<file path="config.mk">
export PLATFORM = sky130hd
export DESIGN_NAME = anp_reg_bank
export DESIGN_NICKNAME = d
export VERILOG_FILES = /design/src/anp_pkg.sv /design/src/anp_port_if.sv /design/src/anp_port_regs.sv /design/src/anp_reg_bank.sv
export SDC_FILE = /design/constraint.sdc
export NUM_CORES = 1
export LEC_CHECK = 0
export BUFFER_PORTS_ARGS = -buffer_cell sky130_fd_sc_hd__clkbuf_2
export CORE_UTILIZATION = 53
export CTS_CLUSTER_DIAMETER = 50
export DETAILED_ROUTE_END_ITERATION = 6
export PLACE_DENSITY = 0.92
export SYNTH_ARGS = -nofsm -noshare
export SYNTH_HDL_FRONTEND = slang
export SYNTH_SLANG_ARGS = --single-unit
export TNS_END_PERCENT = 1
</file>
<file path="constraint.sdc">
create_clock -name i_core_clk -period 7.8 [get_ports i_core_clk]
set_clock_uncertainty 0.1 [all_clocks]
set_input_delay 1.56 -clock i_core_clk [delete_from_list [all_inputs] [get_ports i_core_clk]]
set_output_delay 1.56 -clock i_core_clk [all_outputs]
set_load 0.05 [all_outputs]
</file>
<file path="src/anp_pkg.sv">
/*
 * Shared constants of the per-port negotiation page registers:
 * register indices, field positions, write masks and reset values.
 * Assumes a 5-bit register index from the management port and 16-bit data.
 */
package anp_pkg;

    localparam int unsigned NUM_PORTS = 4;
    localparam int unsigned DATA_W    = 16;
    localparam int unsigned ADDR_W    = 5;

    // Register indices: the revision register, then the first port of each bank
    localparam logic [4:0] ADDR_REVISION    = 5'h0d;
    localparam logic [4:0] ADDR_ADVERT_BASE = 5'h0e;
    localparam logic [4:0] ADDR_PARTNER_BASE = 5'h12;
    localparam logic [4:0] ADDR_EXPAN_BASE  = 5'h16;
    localparam logic [4:0] ADDR_NPTX_BASE   = 5'h1a;

    // Advertisement and partner ability fields
    localparam int unsigned BIT_NEXT_PAGE_REQUEST = 15;
    localparam int unsigned BIT_PARTNER_ACK       = 14;
    localparam int unsigned BIT_REMOTE_FAULT      = 13;
    localparam int unsigned BIT_FULL_DUPLEX       = 6;
    localparam int unsigned BIT_HALF_DUPLEX       = 5;
    localparam int unsigned SELECTOR_MSB          = 4;

    // Expansion fields
    localparam int unsigned BIT_PD_FAULT          = 4;
    localparam int unsigned BIT_PARTNER_NP_ABLE   = 3;
    localparam int unsigned BIT_LOCAL_NP_ABLE     = 2;
    localparam int unsigned BIT_NEW_PAGE          = 1;
    localparam int unsigned BIT_PARTNER_AN_ABLE   = 0;

    // Next-page transmit fields
    localparam int unsigned BIT_LAST_PAGE         = 15;
    localparam int unsigned BIT_MESSAGE_PAGE      = 13;
    localparam int unsigned BIT_WILL_COMPLY       = 12;
    localparam int unsigned BIT_PARITY            = 11;
    localparam int unsigned CODE_MSB              = 10;

    // Writable bits and partner capture bits
    localparam logic [15:0] ADVERT_WR_MASK  = 16'ha060;
    localparam logic [15:0] PARTNER_MASK    = 16'he07f;
    localparam logic [15:0] NPTX_WR_MASK    = 16'hb7ff;

    // Reset values
    localparam logic [15:0] ADVERT_RESET    = 16'h0060;
    localparam logic [15:0] PARTNER_RESET   = 16'h0000;
    localparam logic [15:0] NPTX_RESET      = 16'h8001;
    localparam logic        LOCAL_NP_ABLE   = 1'b1;

endpackage : anp_pkg

</file>
<file path="src/anp_port_if.sv">
/*
 * Carrier between the register bank top and one per-port register slice.
 * Assumes both ends run on the same core clock.
 */
`timescale 1ns/1ps
`default_nettype none

interface anp_port_if;
    logic        wr_advert;
    logic        wr_nptx;
    logic        rd_expan;
    logic [15:0] wdata;
    logic        page_valid;
    logic        page_base;
    logic [15:0] page_word;
    logic        pd_fault;
    logic        partner_an_able;
    logic        tx_done;
    logic        tx_parity;
    logic [15:0] advert;
    logic [15:0] partner;
    logic [15:0] expan;
    logic [15:0] nptx;

    modport slice (
        input  wr_advert, wr_nptx, rd_expan, wdata,
        input  page_valid, page_base, page_word, pd_fault, partner_an_able,
        input  tx_done, tx_parity,
        output advert, partner, expan, nptx
    );
    modport bank (
        output wr_advert, wr_nptx, rd_expan, wdata,
        output page_valid, page_base, page_word, pd_fault, partner_an_able,
        output tx_done, tx_parity,
        input  advert, partner, expan, nptx
    );
endinterface : anp_port_if

`default_nettype wire

</file>
<file path="src/anp_port_regs.sv">
/*
 * One port's advertisement, partner ability, expansion and next-page
 * transmit registers. Assumes strobes are one-cycle pulses on the core clock
 * and that negotiation events come from logic on the same clock.
 */
`timescale 1ns/1ps
`default_nettype none

module anp_port_regs
    import anp_pkg::*;
(
    // Clock and reset
    input  wire logic   i_core_clk,
    input  wire logic   i_rst,
    // Bank side
    anp_port_if.slice   port
);

    logic [15:0] advert;
    logic [15:0] partner;
    logic [15:0] nptx;
    logic        new_page;
    logic        partner_np_able;
    logic        prev_parity;
    logic [15:0] next_advert;
    logic [15:0] next_partner;
    logic [15:0] next_nptx;
    logic        next_new_page;
    logic        next_partner_np_able;
    logic        next_prev_parity;

    always_comb begin
        next_advert          = advert;
        next_nptx            = nptx;
        next_partner         = partner;
        next_new_page        = new_page;
        next_partner_np_able = partner_np_able;
        next_prev_parity     = prev_parity;
        // Only writable bits stored; strap levels never enter here
        if (port.wr_advert) begin
            next_advert = port.wdata & ADVERT_WR_MASK;
        end
        if (port.wr_nptx) begin
            next_nptx = port.wdata & NPTX_WR_MASK;
        end
        // Read clears, but a page arriving the same cycle wins
        if (port.rd_expan) begin
            next_new_page = 1'b0;
        end
        if (port.page_valid) begin
            next_new_page = 1'b1;
            if (port.page_base) begin
                next_partner         = port.page_word & PARTNER_MASK;
                next_partner_np_able = port.page_word[BIT_NEXT_PAGE_REQUEST];
            end
        end
        if (port.tx_done) begin
            next_prev_parity = port.tx_parity;
        end
    end

    always_ff @(posedge i_core_clk or posedge i_rst) begin
        if (i_rst) begin
            advert          <= ADVERT_RESET;
            partner         <= PARTNER_RESET;
            nptx            <= NPTX_RESET;
            new_page        <= 1'b0;
            partner_np_able <= 1'b0;
            prev_parity     <= 1'b0;
        end else begin
            advert          <= next_advert;
            partner         <= next_partner;
            nptx            <= next_nptx;
            new_page        <= next_new_page;
            partner_np_able <= next_partner_np_able;
            prev_parity     <= next_prev_parity;
        end
    end

    always_comb begin
        port.expan                      = '0;
        port.expan[BIT_PD_FAULT]        = port.pd_fault;
        port.expan[BIT_PARTNER_NP_ABLE] = partner_np_able;
        port.expan[BIT_LOCAL_NP_ABLE]   = LOCAL_NP_ABLE;
        port.expan[BIT_NEW_PAGE]        = new_page;
        port.expan[BIT_PARTNER_AN_ABLE] = port.partner_an_able;
        port.nptx                       = nptx;
        port.nptx[BIT_PARITY]           = ~prev_parity;
    end

    assign port.advert  = advert;
    assign port.partner = partner;

endmodule : anp_port_regs

`default_nettype wire

</file>
<file path="src/anp_reg_bank.sv">
/*
 * Negotiation page register bank for four ports plus the chip-wide silicon
 * revision register, reached over the management register port.
 * Assumes the serial management front end presents one-cycle read and write
 * strobes with a 5-bit register index, and that the negotiation engine runs
 * on the same clock.
 */
// Summary of operation
// - Read-only chip revision register, writes ignored
// - Four advertisement registers, consecutive, form sent word
// - Advertisement top bit requests next-page exchange
// - Advertisement bit announces locally detected remote fault
// - Advertisement full and half duplex capability bits
// - Duplex straps never change advertised duplex
// - Read-only partner ability capture per port
// - Partner acknowledge bit shows partner received word
// - Expansion shows parallel detection fault
// - Expansion shows partner next-page ability
// - Expansion shows local next-page ability
// - New page flag sets on arrival, read clears
// - Expansion shows partner auto-negotiation ability
// - Next-page top bit: one means last page
// - Next-page message page flag
// - Next-page will comply flag
// - Parity bit reads inverse of previous word's
// - Next-page eleven-bit writable code field
`timescale 1ns/1ps
`default_nettype none

module anp_reg_bank
    import anp_pkg::*;
#(
    // Arbitrary neutral revision value
    parameter logic [15:0] SILICON_REV = 16'h00a5
) (
    // Clock and reset
    input  wire logic               i_core_clk,
    input  wire logic               i_rst,
    // Management register port
    input  wire logic [4:0]         i_reg_addr,
    input  wire logic               i_reg_wr,
    input  wire logic               i_reg_rd,
    input  wire logic [15:0]        i_reg_wdata,
    output logic      [15:0]        o_reg_rdata,
    // Negotiation engine, per port
    input  wire logic [3:0]         i_page_valid,
    input  wire logic [3:0]         i_page_base,
    input  wire logic [3:0][15:0]   i_page_word,
    input  wire logic [3:0]         i_pd_fault,
    input  wire logic [3:0]         i_partner_an_able,
    input  wire logic [3:0]         i_tx_done,
    input  wire logic [3:0]         i_tx_parity,
    // Words for the negotiation engine to send
    output logic      [3:0][15:0]   o_advert_word,
    output logic      [3:0][15:0]   o_nptx_word
);

    // Bank hit and port index for a four-register bank
    function automatic logic [2:0] bank_hit(input logic [4:0] addr, input logic [4:0] base);
        logic [4:0] off;
        off = addr - base;
        bank_hit = {(addr >= base) && (off < 5'd4), off[1:0]};
    endfunction : bank_hit

    logic [2:0]        hit_adv;
    logic [2:0]        hit_par;
    logic [2:0]        hit_exp;
    logic [2:0]        hit_npt;
    logic [3:0][15:0]  advert_q;
    logic [3:0][15:0]  partner_q;
    logic [3:0][15:0]  expan_q;
    logic [3:0][15:0]  nptx_q;
    logic [15:0]       rd_value;
    logic [15:0]       next_rdata;

    assign hit_adv = bank_hit(i_reg_addr, ADDR_ADVERT_BASE);
    assign hit_par = bank_hit(i_reg_addr, ADDR_PARTNER_BASE);
    assign hit_exp = bank_hit(i_reg_addr, ADDR_EXPAN_BASE);
    assign hit_npt = bank_hit(i_reg_addr, ADDR_NPTX_BASE);

    generate
        for (genvar p = 0; p < NUM_PORTS; p++) begin : g_port
            anp_port_if pif ();

            assign pif.wr_advert       = i_reg_wr && hit_adv[2] && (hit_adv[1:0] == 2'(p));
            assign pif.wr_nptx         = i_reg_wr && hit_npt[2] && (hit_npt[1:0] == 2'(p));
            assign pif.rd_expan        = i_reg_rd && hit_exp[2] && (hit_exp[1:0] == 2'(p));
            assign pif.wdata           = i_reg_wdata;
            assign pif.page_valid      = i_page_valid[p];
            assign pif.page_base       = i_page_base[p];
            assign pif.page_word       = i_page_word[p];
            assign pif.pd_fault        = i_pd_fault[p];
            assign pif.partner_an_able = i_partner_an_able[p];
            assign pif.tx_done         = i_tx_done[p];
            assign pif.tx_parity       = i_tx_parity[p];
            assign advert_q[p]         = pif.advert;
            assign partner_q[p]        = pif.partner;
            assign expan_q[p]          = pif.expan;
            assign nptx_q[p]           = pif.nptx;

            anp_port_regs u_port (
                .i_core_clk (i_core_clk),
                .i_rst      (i_rst),
                .port       (pif.slice)
            );
        end
    endgenerate

    // Read mux; unmapped and reserved read as zero
    always_comb begin
        if (i_reg_addr == ADDR_REVISION) begin
            rd_value = SILICON_REV;
        end else if (hit_adv[2]) begin
            rd_value = advert_q[hit_adv[1:0]];
        end else if (hit_par[2]) begin
            rd_value = partner_q[hit_par[1:0]];
        end else if (hit_exp[2]) begin
            rd_value = expan_q[hit_exp[1:0]];
        end else if (hit_npt[2]) begin
            rd_value = nptx_q[hit_npt[1:0]];
        end else begin
            rd_value = '0;
        end
        next_rdata = i_reg_rd ? rd_value : o_reg_rdata;
    end

    always_ff @(posedge i_core_clk or posedge i_rst) begin
        if (i_rst) begin
            o_reg_rdata <= '0;
        end else begin
            o_reg_rdata <= next_rdata;
        end
    end

    assign o_advert_word = advert_q;
    assign o_nptx_word   = nptx_q;

endmodule : anp_reg_bank

`default_nettype wire

</file>
=== Word-level counts from Yosys, hierarchy flattened ===
Cells that the tools add are included.

* Bits in registers: 140

* Add/subtract/negate cells: 4
* Order comparisons: 12
* Eq/ne operators: 10
* Mux-type cells: 21
* Bitwise gates (word level): 4
* Reductions and logical operators: 30

{| class="wikitable"
|+ Operators by type and width
! operator !! count
|-
| two-way mux 16 bit || 9
|-
| binary-select mux 16 bit (select 2 bit) || 4
|-
| < comparator 5 x 3 -> 1 bit (second input constant) || 4
|-
| logical AND 1 bit || 19
|-
| greater-or-equal comparator 5 bit (second input constant) || 3
|-
| subtractor 5 bit (second input constant) || 3
|-
| == test 2 bit (second input constant) || 6
|-
| < comparator 2 x 3 -> 1 bit (second input constant) || 4
|-
| two-way mux 1 bit || 8
|-
| AND reduction 2 bit || 4
|-
| nonzero test 2 bit || 4
|-
| == test 2 x 1 -> 1 bit (second input constant) || 3
|-
| zero test 2 bit || 3
|-
| == test 5 x 4 -> 1 bit (second input constant) || 1
|-
| greater-or-equal comparator 5 x 4 -> 1 bit (second input constant) || 1
|-
| subtractor 5 x 4 -> 5 bit (second input constant) || 1
|-
| NOT 1 bit || 4
|}

=== Longest topological paths before layout ===
Gate-level depths: netlist of the first run.

* Word-level depth: 8
* Gate-level depth with buffers: 9
* Gate-level depth less buffers: 7

=== Modules after synthesis ===
From an unflattened synthesis of the first run, not the netlist that was laid out.

* Cell total of the unflattened synthesis: 645
* Area, all modules: 8350.5 um^2

{| class="wikitable"
|+ Modules (own cells, without submodules)
! module !! times used !! cells each !! area an instance (um^2) !! sequential area each (um^2)
|-
| anp_port_regs || 4 || 104 || 1393.8 || 755.7
|-
| anp_reg_bank || 1 || 229 || 2775.2 || 400.4
|}

=== Worst setup path after synthesis of the first run ===
No wires, ideal clock.

* Kind: input-to-reg
* Start point: input port i_reg_addr[1]
* End point: register g_port[0].u_port.advert[13]
* Library setup time: 0.125 ns
* Arrival: 3.409 ns
* Data required time: 7.575 ns
* Path slack: 4.166 ns
* Stages: 7
* Path buffers: 1
* Cells stage by stage: buf_2 -> inv_1 -> ha_1 -> or4b_4 -> o31ai_4 -> nor3b_4 -> mux2_2

* Longest elaborated chain between the ends: 5
* Elaborated cells between the ends (all ways): 7
* Classes of those cells: add/sub: 1; order compare: 2; reduce/logical: 4

{| class="wikitable"
|+ RTL lines
! item !! RTL line !! RTL
|-
| start: declaration || anp_reg_bank.sv:40 || <nowiki>input wire logic [4:0] i_reg_addr,</nowiki>
|-
| subtractor 5 x 4 -> 5 bit || anp_reg_bank.sv:61 || <nowiki>off = addr - base;</nowiki>
|-
| < comparator 5 x 3 -> 1 bit || anp_reg_bank.sv:62 || <nowiki>bank_hit = {(addr >= base) && (off < 5'd4), off[1:0]};</nowiki>
|-
| logical AND 1 bit || anp_reg_bank.sv:62 ||
|-
| logical AND 1 bit || anp_reg_bank.sv:85 || <nowiki>assign pif.wr_advert = i_reg_wr && hit_adv[2] && (hit_adv[1:0] == 2'(p));</nowiki>
|-
| logical AND 1 bit (*) || anp_reg_bank.sv:85 ||
|-
| end signal: assignment || anp_port_regs.sv:71 || <nowiki>advert <= next_advert;</nowiki>
|-
| end: declaration || anp_port_regs.sv:19 || <nowiki>logic [15:0] advert;</nowiki>
|}

Mark *: on every way between the ends. The rest lies on a longest branch, timed or not.
A chain may end at the register's enable or synchronous reset.

=== Worst setup path after layout of the first run ===
* Start point: input port i_reg_addr[1]
* End point: register g_port[1].u_port.nptx[10]

* Longest elaborated chain between the ends: 5
* Elaborated cells between the ends (all ways): 7
* Classes of those cells: add/sub: 1; order compare: 2; eq/ne: 1; reduce/logical: 3

{| class="wikitable"
|+ RTL lines
! item !! RTL line !! RTL
|-
| subtractor 5 bit || anp_reg_bank.sv:61 ||
|-
| < comparator 5 x 3 -> 1 bit || anp_reg_bank.sv:62 ||
|-
| logical AND 1 bit || anp_reg_bank.sv:62 ||
|-
| logical AND 1 bit || anp_reg_bank.sv:86 || <nowiki>assign pif.wr_nptx = i_reg_wr && hit_npt[2] && (hit_npt[1:0] == 2'(p));</nowiki>
|-
| logical AND 1 bit (*) || anp_reg_bank.sv:86 ||
|-
| end signal: assignment || anp_port_regs.sv:73 || <nowiki>nptx <= next_nptx;</nowiki>
|-
| end: declaration || anp_port_regs.sv:21 || <nowiki>logic [15:0] nptx;</nowiki>
|}

Marked as above.

==> flow_summary.ini, run 1 <==
[floorplan]
ios = 257
rows = 40
die_w_um = 113.8
initial_core_util_pct = 54.65
dieArea_um2 = 12940
coreArea_um2 = 12110
die_h_um = 113.8

[placement]
place.gp.congestion = 0.7565
place_hpwl_um = 11390
dp.cells = 801
port_buffers = 178
placed_area_um2 = 7461

[logic_synthesis]
synth_compound_area_share_pct = 4.764
yosys-top-cells-area = dfrtp_1, mux2_2, mux4_2
synth-seq-cells = 136
synthXorXnorAreaFrac_pct = 0.1323
ys_types = 37
synth_area_um2 = 6619
synth_top_family_by_area = multiplexers
yosysWarningCount = 0
synth_edf_count = 0
synth_top_flop_cell = dfrtp_1
synth_area_leader_cell = dfrtp_1
avgSynthCellArea_um2 = 14.11
yosysSeqAreaShare_pct = 51.72
synthSimpleGateAreaFrac_pct = 4.197
syn_inst = 469
synth_most_common_cell = dfrtp_1
async_flop_share_pct = 100.0
synth_adder_area_share_pct = 0.3781
post-synth-top-area-fraction_pct = 45.37
synth_commonest_cells = dfrtp_1, mux2_2, buf_4
synth_mux_area_share_pct = 29.94

[critical_path]
worstPathRequired_ps = 7990
crit_path_start_kind = input port
crit_family = simple AND/OR/NAND/NOR gates
path_cells = clkbuf_2, buf_4, inv_1, ha_1, nand3_1, nor2_1, nand4_1, mux2_2
worstPathArrival_ps = 5350
critPathSlowestCell = nand4_1
crit_fanout = 43
worst-setup-path-type = in -> reg
cpPeakStageDelay_ps = 980
endpoint_kind = flip-flop
cp_num_buf_inv = 3

[clock_tree]
postCtsSetupBuffers = 0
cts_sinks = 136
tritoncts = done
htreeDepth = 4
cts_root_buf = clkbuf_16
cts_inserted_buffers = 17
post_cts_resized = 0
path_clk_slew_ps = 50
cts_buffer_depth = 2
clk_latency_ps = 420
cts_hold_buf = 0

[route]
detail-route-antenna-nets = 0
vias = 4447
drcViolationCount = 0
wire_per_inst_um = 19.36
drt-vias-per-instance = 5.339
firstDrtPassIters = 4
routed_wl_um = 16130
drtIter0Drc = 179

[finish]
area_delta_synth_final_pct = 22.10
fin_nets = 767
instances_no_fill = 833
drive_above_1_share_pct = 57.44
antenna_cells = 0
fin_area_um2 = 8082
postLayoutCoreUtil_pct = 66.73
fillCellCount = 886

[pwr]
ir_worst_vdd_mv = 0.2000
powerDensity_nw_per_um2 = 300.9
finalPower_w = 0.002432
leakage_nw = 3.922

[outcome]
status = complete, no violations

[hold_path]
worstHoldPathType = reg -> reg

[global_routing]
overflow = 0
grt_pass1_vias = 4598
grt_pass1_wl_um = 24820
grt_usage_pct = 26.09
antenna_found_initial = 0
grt_max_degree = 79

[timing]
period_needed_ps = 5154
final-max-slew-violation-count = 0
fmax_mhz = 194.0
timing.setup.tns_ps = 0
hold_viol = 0
slew_headroom_pct = 28.57
worst_pin_slew_ps = 1068
rsz0062_at_grt = false
setup_viol = 0
fin_crit_sh_pct = 66.08

[flow_run]
drv_cap = 0
[layer usage]
| metal | global-route usage (%) | share of wire, % | vias to the layer above |
|---|---|---|---|
| met5 | 0 | 0 | - |
| met4 | 9.035 | 1.2 | 0 |
| met3 | 8.555 | 7.5 | 18 |
| met2 | 43.17 | 52 | 215 |
| met1 | 32.31 | 40 | 2257 |
| li1 | - | - | 1957 |
[kinds of logic (layout without fill, tap and decap cells)]
| logic type | Yosys count | after routing |
|---|---|---|
| multiplexers | 144 | 144 |
| flip-flops | 136 | 136 |
| buffers and inverters | 94 | 239 |
| AO/OA/AOI/OAI | 47 | 47 |
| AND/OR/NAND/NOR | 44 | 44 |
| adder cells (fa/ha/maj) | 2 | 2 |
| other | 1 | 52 |
| XOR/XNOR | 1 | 1 |
[registers in the layout (all words and copies together) (netlist names)]
register                       count
g_port.u_port.partner_np_able      4
o_reg_rdata                       16
g_port.u_port.port.partner        36
g_port.u_port.nptx                56
g_port.u_port.prev_parity          4
g_port.u_port.new_page             4
g_port.u_port.port.advert         16
[placed cells by master (no fill, tap or decap), types with 5 or more instances in the layout]
master / synthesis / layout
buf_4: 57 / 5
nor2_1: 5 / 5
o21ai_0: 5 / 5
mux4_2: 32 / 32
inv_1: 24 / 23
a22o_1: 6 / 6
clkbuf_2: 0 / 178
o22ai_1: 12 / 12
nand2_1: 17 / 17
dfrtp_1: 120 / 120
clkbuf_8: 0 / 5
clkbuf_16: 0 / 17
conb_1: 1 / 52
nand2b_1: 5 / 5
dfstp_2: 16 / 16
mux2_2: 112 / 112
a21oi_1: 13 / 13
[power by group]
part,internal (W),switching [W]
clock,0.000544,0.000290
sequential,0.000829,0.0000759
combinational,0.000206,0.000487
total,0.00158,0.000853
[final timing paths]
kind / startpoint / to / slack, ps / depth (start not counted)
max in group asynchronous: i_rst / g_port[1].u_port.nptx[1]$_DFFE_PP0P_ / 5140 / 3
worst min register to register: g_port[1].u_port.new_page$_DFFE_PP0P_ / g_port[1].u_port.new_page$_DFFE_PP0P_ / 380 / 1
worst max register to register: g_port[1].u_port.nptx[13]$_DFFE_PP0P_ / o_reg_rdata[13]$_DFFE_PP0P_ / 6180 / 4
min in group asynchronous: i_rst / g_port[3].u_port.nptx[9]$_DFFE_PP0P_ / 1080 / 2
worst max-delay path: i_reg_addr[1] / g_port[1].u_port.nptx[10]$_DFFE_PP0P_ / 2650 / 8
worst min-delay path: g_port[1].u_port.new_page$_DFFE_PP0P_ / g_port[1].u_port.new_page$_DFFE_PP0P_ / 380 / 1
[layout make-up]
class | instances | area, µm² | share of cell area (%)
flip-flops and latches | 136 | 3423 | 42.36
multi-input cells | 290 | 2804 | 34.70
repair buffers | 183 | 928.4 | 11.49
clock buffers | 25 | 505.5 | 6.255
well taps | 168 | 210.2 | 2.601
clock inverters | 7 | 115.1 | 1.424
inverters | 24 | 95.09 | 1.177
[per-stage QoR]
| stage | setup slack, ps | hold slack, ps |
|---|---|---|
| floorplan | 2527 | 343.9 |
| global placement | 2482 | 360.4 |
| detailed placement | 2305 | 378.9 |
| CTS | 2599 | 390.5 |
| global route | 2377 | 408.6 |
| finish | 2646 | 383.4 |
[worst reg2reg max path: stages, from the launching register on]
cell and delay, ps:
dfrtp_1 400, mux4_2 490, a22o_1 240, a21oi_1 170
o22ai_1 90
No activity file was read; power rests on OpenSTA's default activity.
==> run 2: changes to the inputs <==
- CORE_UTILIZATION: 53 -> 49
- PLACE_DENSITY: 0.92 -> 0.86
- clock period: 7.8 -> 5.1 ns (I/O delays scaled with it)
==> run 2 against run 1 <==
Non-clock buffer count rose by 1. Sequential share of layout area rose by 0.092 points. Via count rose by 1.1%. Die area rose by 8.0%. Critical path depth fell by 1. Setup slack got worse by 1400 ps. Largest cell class unchanged. Largest power group unchanged.
==> flow_summary.ini, run 2 (synthesis gave the netlist of run 1 again) <==
[outcome]
status = complete, no violations

[global_routing]
grt_usage_pct = 24.68
grt_max_degree = 86
grt_pass1_wl_um = 25720
overflow = 0
antenna_found_initial = 0
grt_pass1_vias = 4730

[finish]
final_common_cell = clkbuf_2
fin_area_um2 = 8064
area_delta_synth_final_pct = 21.83
largest-register = g_port.u_port.nptx
largest_register_ffs = 56
final_cell_mix = clkbuf_2, dfrtp_1, mux2_2
fin_nets = 768
fillCellCount = 1045
top_regs = g_port.u_port.nptx x56, g_port.u_port.port.partner x36
drive_above_1_share_pct = 57.66
antenna_cells = 0

[timing]
final-max-slew-violation-count = 0
timing.setup.tns_ps = 0
setup_viol = 0
hold_ws_ps = 397.8
rsz0062_at_grt = false
worst_pin_slew_ps = 1050
fin_crit_sh_pct = 74.68
hold_viol = 0
fmax_mhz = 262.5
worst_slack_ps = 1291
period_needed_ps = 3809
slew_headroom_pct = 29.78

[route]
wl_met2_um = 8339
drt-vias-per-instance = 5.340
firstDrtPassIters = 6
detail-route-antenna-nets = 0
drtIter0Drc = 167
routed.top_layer = met4
wl_met3_um = 1078
routed_wl_um = 16400
wl_met1_um = 6465
vias = 4496
drcViolationCount = 0
wire_per_inst_um = 19.48

[critical_path]
crit_fanout = 42
cp_num_buf_inv = 3
crit_top_cell = buf_4
cpPeakStageDelay_ps = 800
worstPathArrival_ps = 4000
crit_path_start_kind = input port
critPathSlowestCell = nand4_1
worst-setup-path-type = in -> reg
worstPathRequired_ps = 5290
r2r_start = g_port[3].u_port.nptx[1]$_DFFE_PP0P_
r2r_end = o_reg_rdata[1]$_DFFE_PP0P_
crit_family = simple AND/OR/NAND/NOR gates
path_cells = clkbuf_2, buf_4, o21bai_1, nor2_1, buf_4, nand4_1, mux2_2
endpoint_kind = flip-flop
reg2reg_setup_slack_ps = 3470
reg2regPathDepth = 4

[floorplan]
die_h_um = 118.2
initial_core_util_pct = 50.18
rows = 42
die_w_um = 118.2
ios = 257
dieArea_um2 = 13980
coreArea_um2 = 13190

[clock_tree]
cts_sinks = 136
cts_inserted_buffers = 17
clk_latency_ps = 420
postCtsSetupBuffers = 0
cts_buffer_depth = 2
htreeDepth = 4
cts_root_buf = clkbuf_16
post_cts_resized = 0
cts_hold_buf = 0
path_clk_slew_ps = 50
tritoncts = done

[placement]
place.gp.congestion = 0.8367
dpl_worst_slack_ps = 881.7
place_hpwl_um = 11940
port_buffers = 178
placed_area_um2 = 7478

[pwr]
leakage_nw = 3.921
finalPower_w = 0.003646
ir_worst_vdd_mv = 0.2469
powerDensity_nw_per_um2 = 452.2

[flow_run]
drv_cap = 0

[hold_path]
min_from = g_port[3].u_port.port.partner[2]$_DFFE_PP0P_
min_path_cells = 1
worstHoldPathType = reg -> reg
min_to = g_port[3].u_port.port.partner[2]$_DFFE_PP0P_
==> run 2: per-layer routing <==
layer	up-vias	track usage [%]
met5	-	0
met4	0	11.46
met3	38	6.998
met2	198	41.62
met1	2288	29.22
li1	1972	-
==> run 2: layout make-up <==
class | instances | area (µm²) | area share, %
Tap cell | 176 | 220.2 | 2.731
Inverter | 24 | 95.09 | 1.179
Clock buffer | 23 | 488.0 | 6.051
Multi-Input combinational cell | 290 | 2804 | 34.77
Timing Repair Buffer | 184 | 935.9 | 11.61
Sequential cell | 136 | 3423 | 42.45
Clock inverter | 9 | 97.59 | 1.210
==> run 2: worst max-delay path by stage <==
stage / start / end / slack (ps) / cells after the start
after floorplan: i_rst / g_port[0].u_port.new_page$_DFFE_PP0P_ / 370 / 1
after global placement: i_reg_addr[1] / g_port[1].u_port.nptx[1]$_DFFE_PP0P_ / 970 / 7
after detailed placement: i_reg_addr[1] / g_port[1].u_port.nptx[2]$_DFFE_PP0P_ / 880 / 7
after CTS: i_reg_addr[1] / g_port[1].u_port.nptx[2]$_DFFE_PP0P_ / 1320 / 7
after global routing: i_reg_addr[1] / g_port[1].u_port.nptx[2]$_DFFE_PP0P_ / 1060 / 7
final: i_reg_addr[1] / g_port[1].u_port.nptx[5]$_DFFE_PP0P_ / 1290 / 7
==> run 2: power breakdown <==
group          switching [W]  internal [W]  leakage [nW]  total [W]
combinational       0.000746      0.000315          1.96    0.00106
clock               0.000438      0.000765         0.292    0.00120
sequential          0.000115       0.00127          1.67    0.00138
==> run 2: stage by stage <==
stage	utilization [%]	cells
final	61.14	842
after global routing	61.14	842
after CTS	61.14	842
after detailed placement	56.70	810
after global placement	56.70	810
after floorplan	-	520
